[src/core/rtcc_pkg.sv]
package rtcc_pkg;
	// ==========================================
	// Register offsets (byte addresses)
	localparam logic [7:0] TSD_OFFSET = 8'h34;
	localparam logic [7:0] TSSS_OFFSET = 8'h38;
	localparam logic [7:0] CALIB_OFFSET = 8'h3c;
	// ==========================================
	// Reset values
	localparam logic [31:0] TSD_RESET = 32'h0000_0000;
	localparam logic [31:0] TSSS_RESET = 32'h0000_0000;
	localparam logic [31:0] CALIB_RESET = 32'h0000_0000;
	// ==========================================
	// Field positions
	localparam int YEAR_TENS_POS = 20;
	localparam int YEAR_UNITS_POS = 16;
	localparam int WEEKDAY_POS = 13;
	localparam int MONTH_TENS_POS = 12;
	localparam int MONTH_UNITS_POS = 8;
	localparam int DAY_TENS_POS = 4;
	localparam int DAY_UNITS_POS = 0;
	localparam int RATE_INC_POS = 15;
	localparam int EIGHT_SEC_POS = 14;
	localparam int SIXTEEN_SEC_POS = 13;
	localparam int MASK_COUNT_POS = 0;
	// ==========================================
	// Calibration timing, in kernel clock pulses
	localparam int RTC_NOMINAL_HZ = 32768;
	localparam int WINDOW_BITS = 20;
	localparam int INSERT_BITS = 11;
	localparam int SLOT_BITS = WINDOW_BITS - INSERT_BITS;
	// ==========================================
	// Captured date, as delivered by the calendar
	typedef struct packed {
		logic [3:0] year_tens_digit;
		logic [3:0] year_units_digit;
		logic [2:0] weekday_code;
		logic month_tens_digit;
		logic [3:0] month_units_digit;
		logic [1:0] day_tens_digit;
		logic [3:0] day_units_digit;
	} rtcc_date_t;
	// Calibration control fields
	typedef struct packed {
		logic rate_increase_bit;
		logic eight_second_period_bit;
		logic sixteen_second_period_bit;
		logic [8:0] mask_pulse_count;
	} rtcc_calib_t;
endpackage

[src/core/rtcc_core.sv]
// Our own choice: the APB register port.
`timescale 1ns/1ps
`default_nettype none

module rtcc_core #(
	parameter int COUNT_WIDTH = 16
) (
	input wire logic clk_sys,
	input wire logic resetn,
	input wire logic psel,
	input wire logic penable,
	input wire logic pwrite,
	input wire logic [7:0] paddr,
	input wire logic [31:0] pwdata,
	output logic [31:0] prdata,
	output logic pready,
	output logic pslverr,
	input wire logic rtc_kernel_clock,
	output logic calibrated_tick,
	input wire logic ts_capture,
	input wire rtcc_pkg::rtcc_date_t calendar_date,
	input wire logic [COUNT_WIDTH-1:0] prescaler_count,
	input wire logic [14:0] sync_divider_setting,
	output logic subsecond_past_divider,
	output logic [14:0] fraction_numerator
);
	import rtcc_pkg::*;

	// Elaboration checks: the snapshot and slot logic assume these sizes
	if (COUNT_WIDTH != 16) begin
		$error("rtcc_core: COUNT_WIDTH must be 16");
	end
	if (SLOT_BITS != 9) begin
		$error("rtcc_core: slot field must be 9 bits wide");
	end
	if (WINDOW_BITS <= INSERT_BITS) begin
		$error("rtcc_core: window must be longer than the insert period");
	end

	// ==========================================
	// Helpers
	// Bit reversal spreads the masked slots evenly over a window
	function automatic logic [SLOT_BITS-1:0] rev_slot(input logic [SLOT_BITS-1:0] s);
		logic [SLOT_BITS-1:0] r;
		r = '0;
		for (int i = 0; i < SLOT_BITS; i++) begin
			r[i] = s[SLOT_BITS-1-i];
		end
		return r;
	endfunction

	// Applies the period bits to a written calibration word
	function automatic rtcc_calib_t clean_calib(input logic [31:0] w);
		rtcc_calib_t c;
		c.rate_increase_bit = w[RATE_INC_POS];
		c.eight_second_period_bit = w[EIGHT_SEC_POS];
		c.sixteen_second_period_bit = w[SIXTEEN_SEC_POS] & ~w[EIGHT_SEC_POS];
		c.mask_pulse_count = w[MASK_COUNT_POS +: 9];
		if (w[EIGHT_SEC_POS]) begin
			c.mask_pulse_count[1:0] = 2'h0;
		end else if (w[SIXTEEN_SEC_POS]) begin
			c.mask_pulse_count[0] = 1'h0;
		end
		return c;
	endfunction

	// Places the captured date fields into the snapshot layout; reserved bits stay zero
	function automatic logic [31:0] pack_date(input rtcc_date_t d);
		logic [31:0] w;
		w = 32'h0000_0000;
		w[YEAR_TENS_POS +: 4] = d.year_tens_digit;
		w[YEAR_UNITS_POS +: 4] = d.year_units_digit;
		w[WEEKDAY_POS +: 3] = d.weekday_code;
		w[MONTH_TENS_POS] = d.month_tens_digit;
		w[MONTH_UNITS_POS +: 4] = d.month_units_digit;
		w[DAY_TENS_POS +: 2] = d.day_tens_digit;
		w[DAY_UNITS_POS +: 4] = d.day_units_digit;
		return w;
	endfunction

	// ==========================================
	// APB decode
	logic wr_access;
	logic rd_access;
	logic addr_hit;
	logic first_access;
	logic ack_reg;
	logic [31:0] prdata_reg;
	logic [31:0] tsd_reg;
	logic [31:0] tsss_reg;
	rtcc_calib_t calib_reg;
	logic [31:0] prdata_next;

	// One wait state: read data is registered in the first access cycle,
	// so pready rises in the second and the write lands at the edge ending it
	assign first_access = psel & penable & ~ack_reg;
	assign pready = ack_reg;
	assign wr_access = ack_reg & psel & penable & pwrite;
	assign rd_access = first_access & ~pwrite;
	assign addr_hit = (paddr == TSD_OFFSET) || (paddr == TSSS_OFFSET) || (paddr == CALIB_OFFSET);
	assign pslverr = ack_reg & psel & penable & ~addr_hit;

	// Acknowledge flop; drops again after the completing edge
	always_ff @(posedge clk_sys or negedge resetn) begin
		if (!resetn) begin
			ack_reg <= 1'h0;
		end else begin
			ack_reg <= first_access;
		end
	end

	// Read mux; reserved bits read as zero
	always_comb begin
		prdata_next = 32'h0000_0000;
		unique case (paddr)
			TSD_OFFSET: prdata_next = tsd_reg;
			TSSS_OFFSET: prdata_next = tsss_reg;
			CALIB_OFFSET: begin
				prdata_next[RATE_INC_POS] = calib_reg.rate_increase_bit;
				prdata_next[EIGHT_SEC_POS] = calib_reg.eight_second_period_bit;
				prdata_next[SIXTEEN_SEC_POS] = calib_reg.sixteen_second_period_bit;
				prdata_next[MASK_COUNT_POS +: 9] = calib_reg.mask_pulse_count;
			end
			default: prdata_next = 32'h0000_0000;
		endcase
	end

	// Registered read data, standing while pready is high
	always_ff @(posedge clk_sys or negedge resetn) begin
		if (!resetn) begin
			prdata_reg <= 32'h0000_0000;
		end else begin
			prdata_reg <= rd_access ? prdata_next : 32'h0000_0000;
		end
	end

	assign prdata = prdata_reg;

	// ==========================================
	// Calibration control register
	always_ff @(posedge clk_sys or negedge resetn) begin
		if (!resetn) begin
			calib_reg <= clean_calib(CALIB_RESET);
		end else if (wr_access && paddr == CALIB_OFFSET) begin
			calib_reg <= clean_calib(pwdata);
		end
	end

	// ==========================================
	// Timestamp snapshots
	// Date snapshot, loaded only by the capture event
	always_ff @(posedge clk_sys or negedge resetn) begin
		if (!resetn) begin
			tsd_reg <= TSD_RESET;
		end else if (ts_capture) begin
			tsd_reg <= pack_date(calendar_date);
		end
	end

	// Sub-second snapshot, same event, writes never touch it
	always_ff @(posedge clk_sys or negedge resetn) begin
		if (!resetn) begin
			tsss_reg <= TSSS_RESET;
		end else if (ts_capture) begin
			tsss_reg <= {16'h0000, prescaler_count};
		end
	end

	// Fraction numerator and shift indication from the snapshot
	always_ff @(posedge clk_sys or negedge resetn) begin
		if (!resetn) begin
			subsecond_past_divider <= 1'h0;
			fraction_numerator <= 15'h0000;
		end else begin
			subsecond_past_divider <= tsss_reg[15:0] > {1'h0, sync_divider_setting};
			fraction_numerator <= sync_divider_setting - tsss_reg[14:0];
		end
	end

	// ==========================================
	// Kernel clock sampling
	logic kclk_meta_reg;
	logic kclk_sync_reg;
	logic kclk_prev_reg;
	logic kclk_rise;

	// Two-flop synchroniser; the first flop feeds only the second
	always_ff @(posedge clk_sys or negedge resetn) begin
		if (!resetn) begin
			kclk_meta_reg <= 1'h0;
			kclk_sync_reg <= 1'h0;
			kclk_prev_reg <= 1'h0;
		end else begin
			kclk_meta_reg <= rtc_kernel_clock;
			kclk_sync_reg <= kclk_meta_reg;
			kclk_prev_reg <= kclk_sync_reg;
		end
	end

	assign kclk_rise = kclk_sync_reg & ~kclk_prev_reg;

	// ==========================================
	// Smooth calibration
	logic [WINDOW_BITS-1:0] pulse_cnt_reg;
	logic [SLOT_BITS-1:0] slot_rev;
	logic [8:0] slot_index;
	logic slot_point;
	logic mask_now;
	logic insert_now;
	logic insert_pend_reg;

	// Counts raw kernel pulses; wraps every 2^20 pulses (32 s nominal)
	always_ff @(posedge clk_sys or negedge resetn) begin
		if (!resetn) begin
			pulse_cnt_reg <= '0;
		end else if (kclk_rise) begin
			pulse_cnt_reg <= pulse_cnt_reg + 1'b1;
		end
	end

	// One candidate mask slot per 2^11 pulses, 512 slots per window
	assign slot_point = &pulse_cnt_reg[INSERT_BITS-1:0];
	assign slot_rev = rev_slot(pulse_cnt_reg[WINDOW_BITS-1:INSERT_BITS]);

	// Slot order for the chosen period; shorter windows repeat the pattern
	always_comb begin
		slot_index = slot_rev;
		if (calib_reg.eight_second_period_bit) begin
			slot_index = {slot_rev[8:2], 2'h0};
		end else if (calib_reg.sixteen_second_period_bit) begin
			slot_index = {slot_rev[8:1], 1'h0};
		end
	end

	// Mask count pulses out of each 2^20; each period bit repeats its window
	assign mask_now = kclk_rise & slot_point
		& (slot_index < calib_reg.mask_pulse_count);
	assign insert_now = kclk_rise & calib_reg.rate_increase_bit
		& (pulse_cnt_reg[INSERT_BITS-1:0] == '0);

	// Extra pulse goes out one system cycle after the real one
	always_ff @(posedge clk_sys or negedge resetn) begin
		if (!resetn) begin
			insert_pend_reg <= 1'h0;
		end else begin
			insert_pend_reg <= insert_now;
		end
	end

	// Calibrated tick to the prescaler
	always_ff @(posedge clk_sys or negedge resetn) begin
		if (!resetn) begin
			calibrated_tick <= 1'h0;
		end else begin
			calibrated_tick <= (kclk_rise & ~mask_now) | insert_pend_reg;
		end
	end

endmodule

`default_nettype wire

[config.mk]
export PLATFORM = sky130hd
export DESIGN_NAME = rtcc_core
export DESIGN_NICKNAME = d
export VERILOG_FILES = /design/src/core/rtcc_pkg.sv /design/src/core/rtcc_core.sv
export SDC_FILE = /design/constraint.sdc
export NUM_CORES = 1
export LEC_CHECK = 0
export BUFFER_PORTS_ARGS = -buffer_cell sky130_fd_sc_hd__buf_2
export CAP_MARGIN = 20
export CORE_MARGIN = 10
export CORE_UTILIZATION = 45
export CTS_BUF_LIST = sky130_fd_sc_hd__clkbuf_16
export DETAILED_ROUTE_END_ITERATION = 8
export GPL_ROUTABILITY_DRIVEN = 0
export PLACE_DENSITY = 0.78
export SYNTH_ARGS = -nofsm -noshare
export SYNTH_HDL_FRONTEND = slang
export SYNTH_SLANG_ARGS = --single-unit
[constraint.sdc]
create_clock -name clk_sys -period 2.9 [get_ports clk_sys]
set_input_delay 0.435 -clock clk_sys [delete_from_list [all_inputs] [get_ports clk_sys]]
set_output_delay 0.435 -clock clk_sys [all_outputs]
set_load 0.01 [all_outputs]
# == After elaboration in Yosys (flattened, before gate mapping) ==
# Index checks and enable logic that the tools add are counted.
# op_classes
addsub,2
mul,0
div,0
order_cmp,2
n_eq_ne,3
shifts,0
mux,10
bitwise_logic,21
n_reduce_logical,5
# op_table
operator,n
$mux W32,1
$pmux W9 S3,1
$eq A8 B6 Y1 const B,3
$add A20 B1 Y20 const B,1
$gt A16 B15 Y1,1
$sub A15 B15 Y15,1
$and A1 B1 Y1,14
$logic_not A11 Y1,1
$reduce_and A11 Y1,1
$lt A9 B9 Y1,1
$pmux W3 S3,1
$mux W8,1
$pmux W4 S2,1
$not A1 Y1,6
$mux W1,4
$logic_or A1 B1 Y1,2
$mux W2,1
$logic_and A1 B1 Y1,1
$or A1 B1 Y1,1
# totals
register_bits,124
latchBits,0
ramBits,0
romBits,0
input_bits,100
out_inout_bits,51
elab_cells,59
memories,0

# == Depth between registers and ports, before layout ==
# depth
word_depth,7
mapped_depth,8
ltp_nobuf,8

# == Least setup slack after synthesis ==
# No wires, ideal clock.
# synth_timing
kind,input to register
start,input sync_divider_setting[0]
end,register fraction_numerator[14]
setup_ns,0.079
t_arrival_ns,2.029
t_required_ns,2.821
path_slack_ns,0.792
stages,8
n_path_buf,0
cell_sequence,inv_1 > ha_1 > fa_1 > nand2b_1 > a211oi_1 > nor3_1 > o32ai_1 > xor2_1
# synth_between
elab_chain_len,1
# synth_lines
item,line,text
from (decl),rtcc_core.sv:23,"input wire logic [14:0] sync_divider_setting,"
$sub A15 B15 Y15,rtcc_core.sv:176,fraction_numerator <= sync_divider_setting - tsss_reg[14:0];
to (signal assigned),rtcc_core.sv:176,
to (decl),rtcc_core.sv:25,output logic [14:0] fraction_numerator
# Every way passes these cells.
# A chain may end at the register's enable or synchronous reset.

# == Worst setup path after layout ==
# layout_timing
start,register tsss_reg[0]
end,register fraction_numerator[12]
# layout_between
elab_chain_len,1
# layout_lines
item,line,text
from (decl),rtcc_core.sv:90,logic [31:0] tsss_reg;
from (signal assigned),rtcc_core.sv:165,"tsss_reg <= {16'h0000, prescaler_count};"
$sub A15 B15 Y15,rtcc_core.sv:176,
# Every way passes these cells.

==> flow_summary.ini <==
[floorplanning]
die_area_um2 = 18000
die_h_um = 134
initial_core_util_pct = 46.2
rows = 41
io_pins = 151
die_w_um = 134
core_um2 = 12700

[global_route]
grt.total_usage_pct = 16.7
grt-ovfl-total = 0
antenna_found_initial = 0
grt_pass1_vias = 4657
grt_pass1_wl_um = 23800
grt_start_max_net_pins = 55

[clocking]
clkTransAtPathRegs_ns = 0.06
cts_buffers = 17
post_cts_resized = 0
clockBufferDepth = 2
cts-root-buf = clkbuf_16
clock_latency_ns = 0.41
clock_sinks = 116
ctsHoldBuffers = 0
post_cts_buffers = 0
h-tree-depth = 4
cts_tree = yes

[timing]
slew_viol_final = 0
grt_setup_unrepaired = false
maxSlewHeadroom_pct = 46.8
post-route-period-util_pct = 79.6
max_freq_mhz = 433
period_needed_ns = 2.31
setup_violations = 0
holdWs_ns = 0.0696
worst_pin_slew_ns = 0.798
hold_violations = 0
setup_slack_ns = 0.590
setup_tns_ns = 0
clock_skew_ns = 0.00796

[layout]
area_growth_pct = 23.1
drive_above_1_share_pct = 28.4
finish.utilization_pct = 56.8
finish.instance_area_um2 = 7200
antenna_cells = 0
layout.nets = 815
instances_no_fill = 858
largest_reg_flops = 24
nFillCells = 1066

[job]
maxCapViolCount = 0

[route]
wl_per_cell_um = 17.3
viasPerCell = 5.23
vias = 4485
post-route-drc-count = 0
drtIter0Drc = 332
dr.pass1.iters = 5
final_antenna_net_count = 0
drt-total-wl_um = 14800

[logic_synthesis]
ys.flop_type = dfrtp_1
synth_area_um2 = 5850
synthDistinctLibCells = 55
ys_seq_elements = 116
synthArstFlopShare_pct = 100
synth_edf_count = 0
yosysWarnings = 0
ys_seq_area_share_pct = 49.6
avgSynthCellArea_um2 = 10.7
syn-instance-count = 549

[power]
p_leak_nw = 3.65
finalPower_mw = 4.70
vdd_drop_max_uv = 457
power.density_nw_per_um2 = 653

[setup_path]
crit_fanout = 4
critPathCaptureType = flip-flop
crit_type = flip-flop to flip-flop
cp.required_ns = 3.20
arrival_ns = 2.61
start_kind = flip-flop

[hold_path]
hold_class = input port to async pin

[placed_design]
hpwl_um = 11200
placed_cells = 828
pre_cts_ws_ns = 0.444
place_area_um2 = 6610
portBuffers = 122

[status]
outcome = complete, no violations
cells in the mapped netlist (all sizes together), types with 4 or more instances:
master | number | share of area, %
buf | 10 | 1.5
mux2 | 35 | 7.0
a22oi | 14 | 1.8
nand4 | 8 | 1.2
dfrtp | 116 | 50
inv | 46 | 3.0
a21o | 5 | 0.64
xnor2 | 20 | 3.0
ha | 39 | 8.3
nand3 | 14 | 1.2
nor2 | 38 | 2.5
nor3 | 7 | 0.60
a211oi | 4 | 0.51
clkbuf | 17 | 1.1
nand2 | 43 | 2.8
nand2b | 8 | 0.86
o21ai | 37 | 3.2
and3 | 14 | 1.5
nor2b | 10 | 1.1
nor4 | 4 | 0.94
a21oi | 16 | 1.4
xor2 | 9 | 1.3
final cells by class:
class,count,area [um2],share of cell area (%)
timing repair buffer,127,663,9.21
clock buffer,17,425,5.91
tap,172,215,2.99
sequential,116,2900,40.3
clock inverter,13,170,2.36
inverter,46,173,2.40
multi-input combinational,367,2650,36.8
metal layers:
metal  global-route usage (%)  wire, um  up-vias
met2                     26.8      7080      168
met3                     6.09      1170       27
li1                         -         -     2119
met1                     19.5      6200     2171
met4                     7.98       365        0
met5                        0         0        -
cells by family after synthesis:
group | count (synthesis) | share of synthesized area, %
muxes | 37 | 7.33
and+or+nand+nor | 158 | 14.2
xor gates and xnor gates | 29 | 4.34
other | 1 | 0.0641
DFF | 116 | 49.6
AOI/OAI and AO/OA | 95 | 10.2
buffers and inverters | 73 | 5.52
adders and majority gates | 40 | 8.68
placed cells by master (no fill, tap or decap), drive strengths merged, types with 9 or more instances in the layout:
master and instances:
buf 127, dfrtp 116, inv 49, nand2 43, ha 39, nor2 38
o21ai 37, mux2 35, xnor2 20, clkbuf 17, a21oi 16, and3 14
nand3 14, a22oi 14, nor2b 10, xor2 9
report_power, final:
part           leakage, nW  switching (mW)  internal (mW)
Combinational         1.86           0.406          0.308
Clock                0.300           0.709           1.41
Sequential            1.49          0.0951           1.77
critical path, cell delays in order, from the launching register on:
cell      delay [ns]
dfrtp_1         0.38
ha_1            0.22
fa_1            0.42
nand2b_1        0.19
a211oi_1        0.35
o311a_1         0.30
nor2_1          0.09
o311ai_1        0.26
worst paths after layout:
check                                        startpoint                          endpoint  slack [ns]  cells past startpoint
worst max-delay path            tsss_reg[0]$_DFFE_PN0P_  fraction_numerator[12]$_DFF_PN0_        0.59                      7
worst min-delay path                             resetn   fraction_numerator[8]$_DFF_PN0_        0.07                      1
worst max register to register  tsss_reg[0]$_DFFE_PN0P_  fraction_numerator[12]$_DFF_PN0_        0.59                      7
worst min register to register  kclk_meta_reg$_DFF_PN0_           kclk_sync_reg$_DFF_PN0_        0.35                      0
max in group asynchronous                        resetn         calib_reg[11]$_DFFE_PN0P_        2.09                      2
min in group clk_sys                   rtc_kernel_clock           kclk_meta_reg$_DFF_PN0_        0.13                      1
Note: power is estimated with default switching activity, not from simulation.
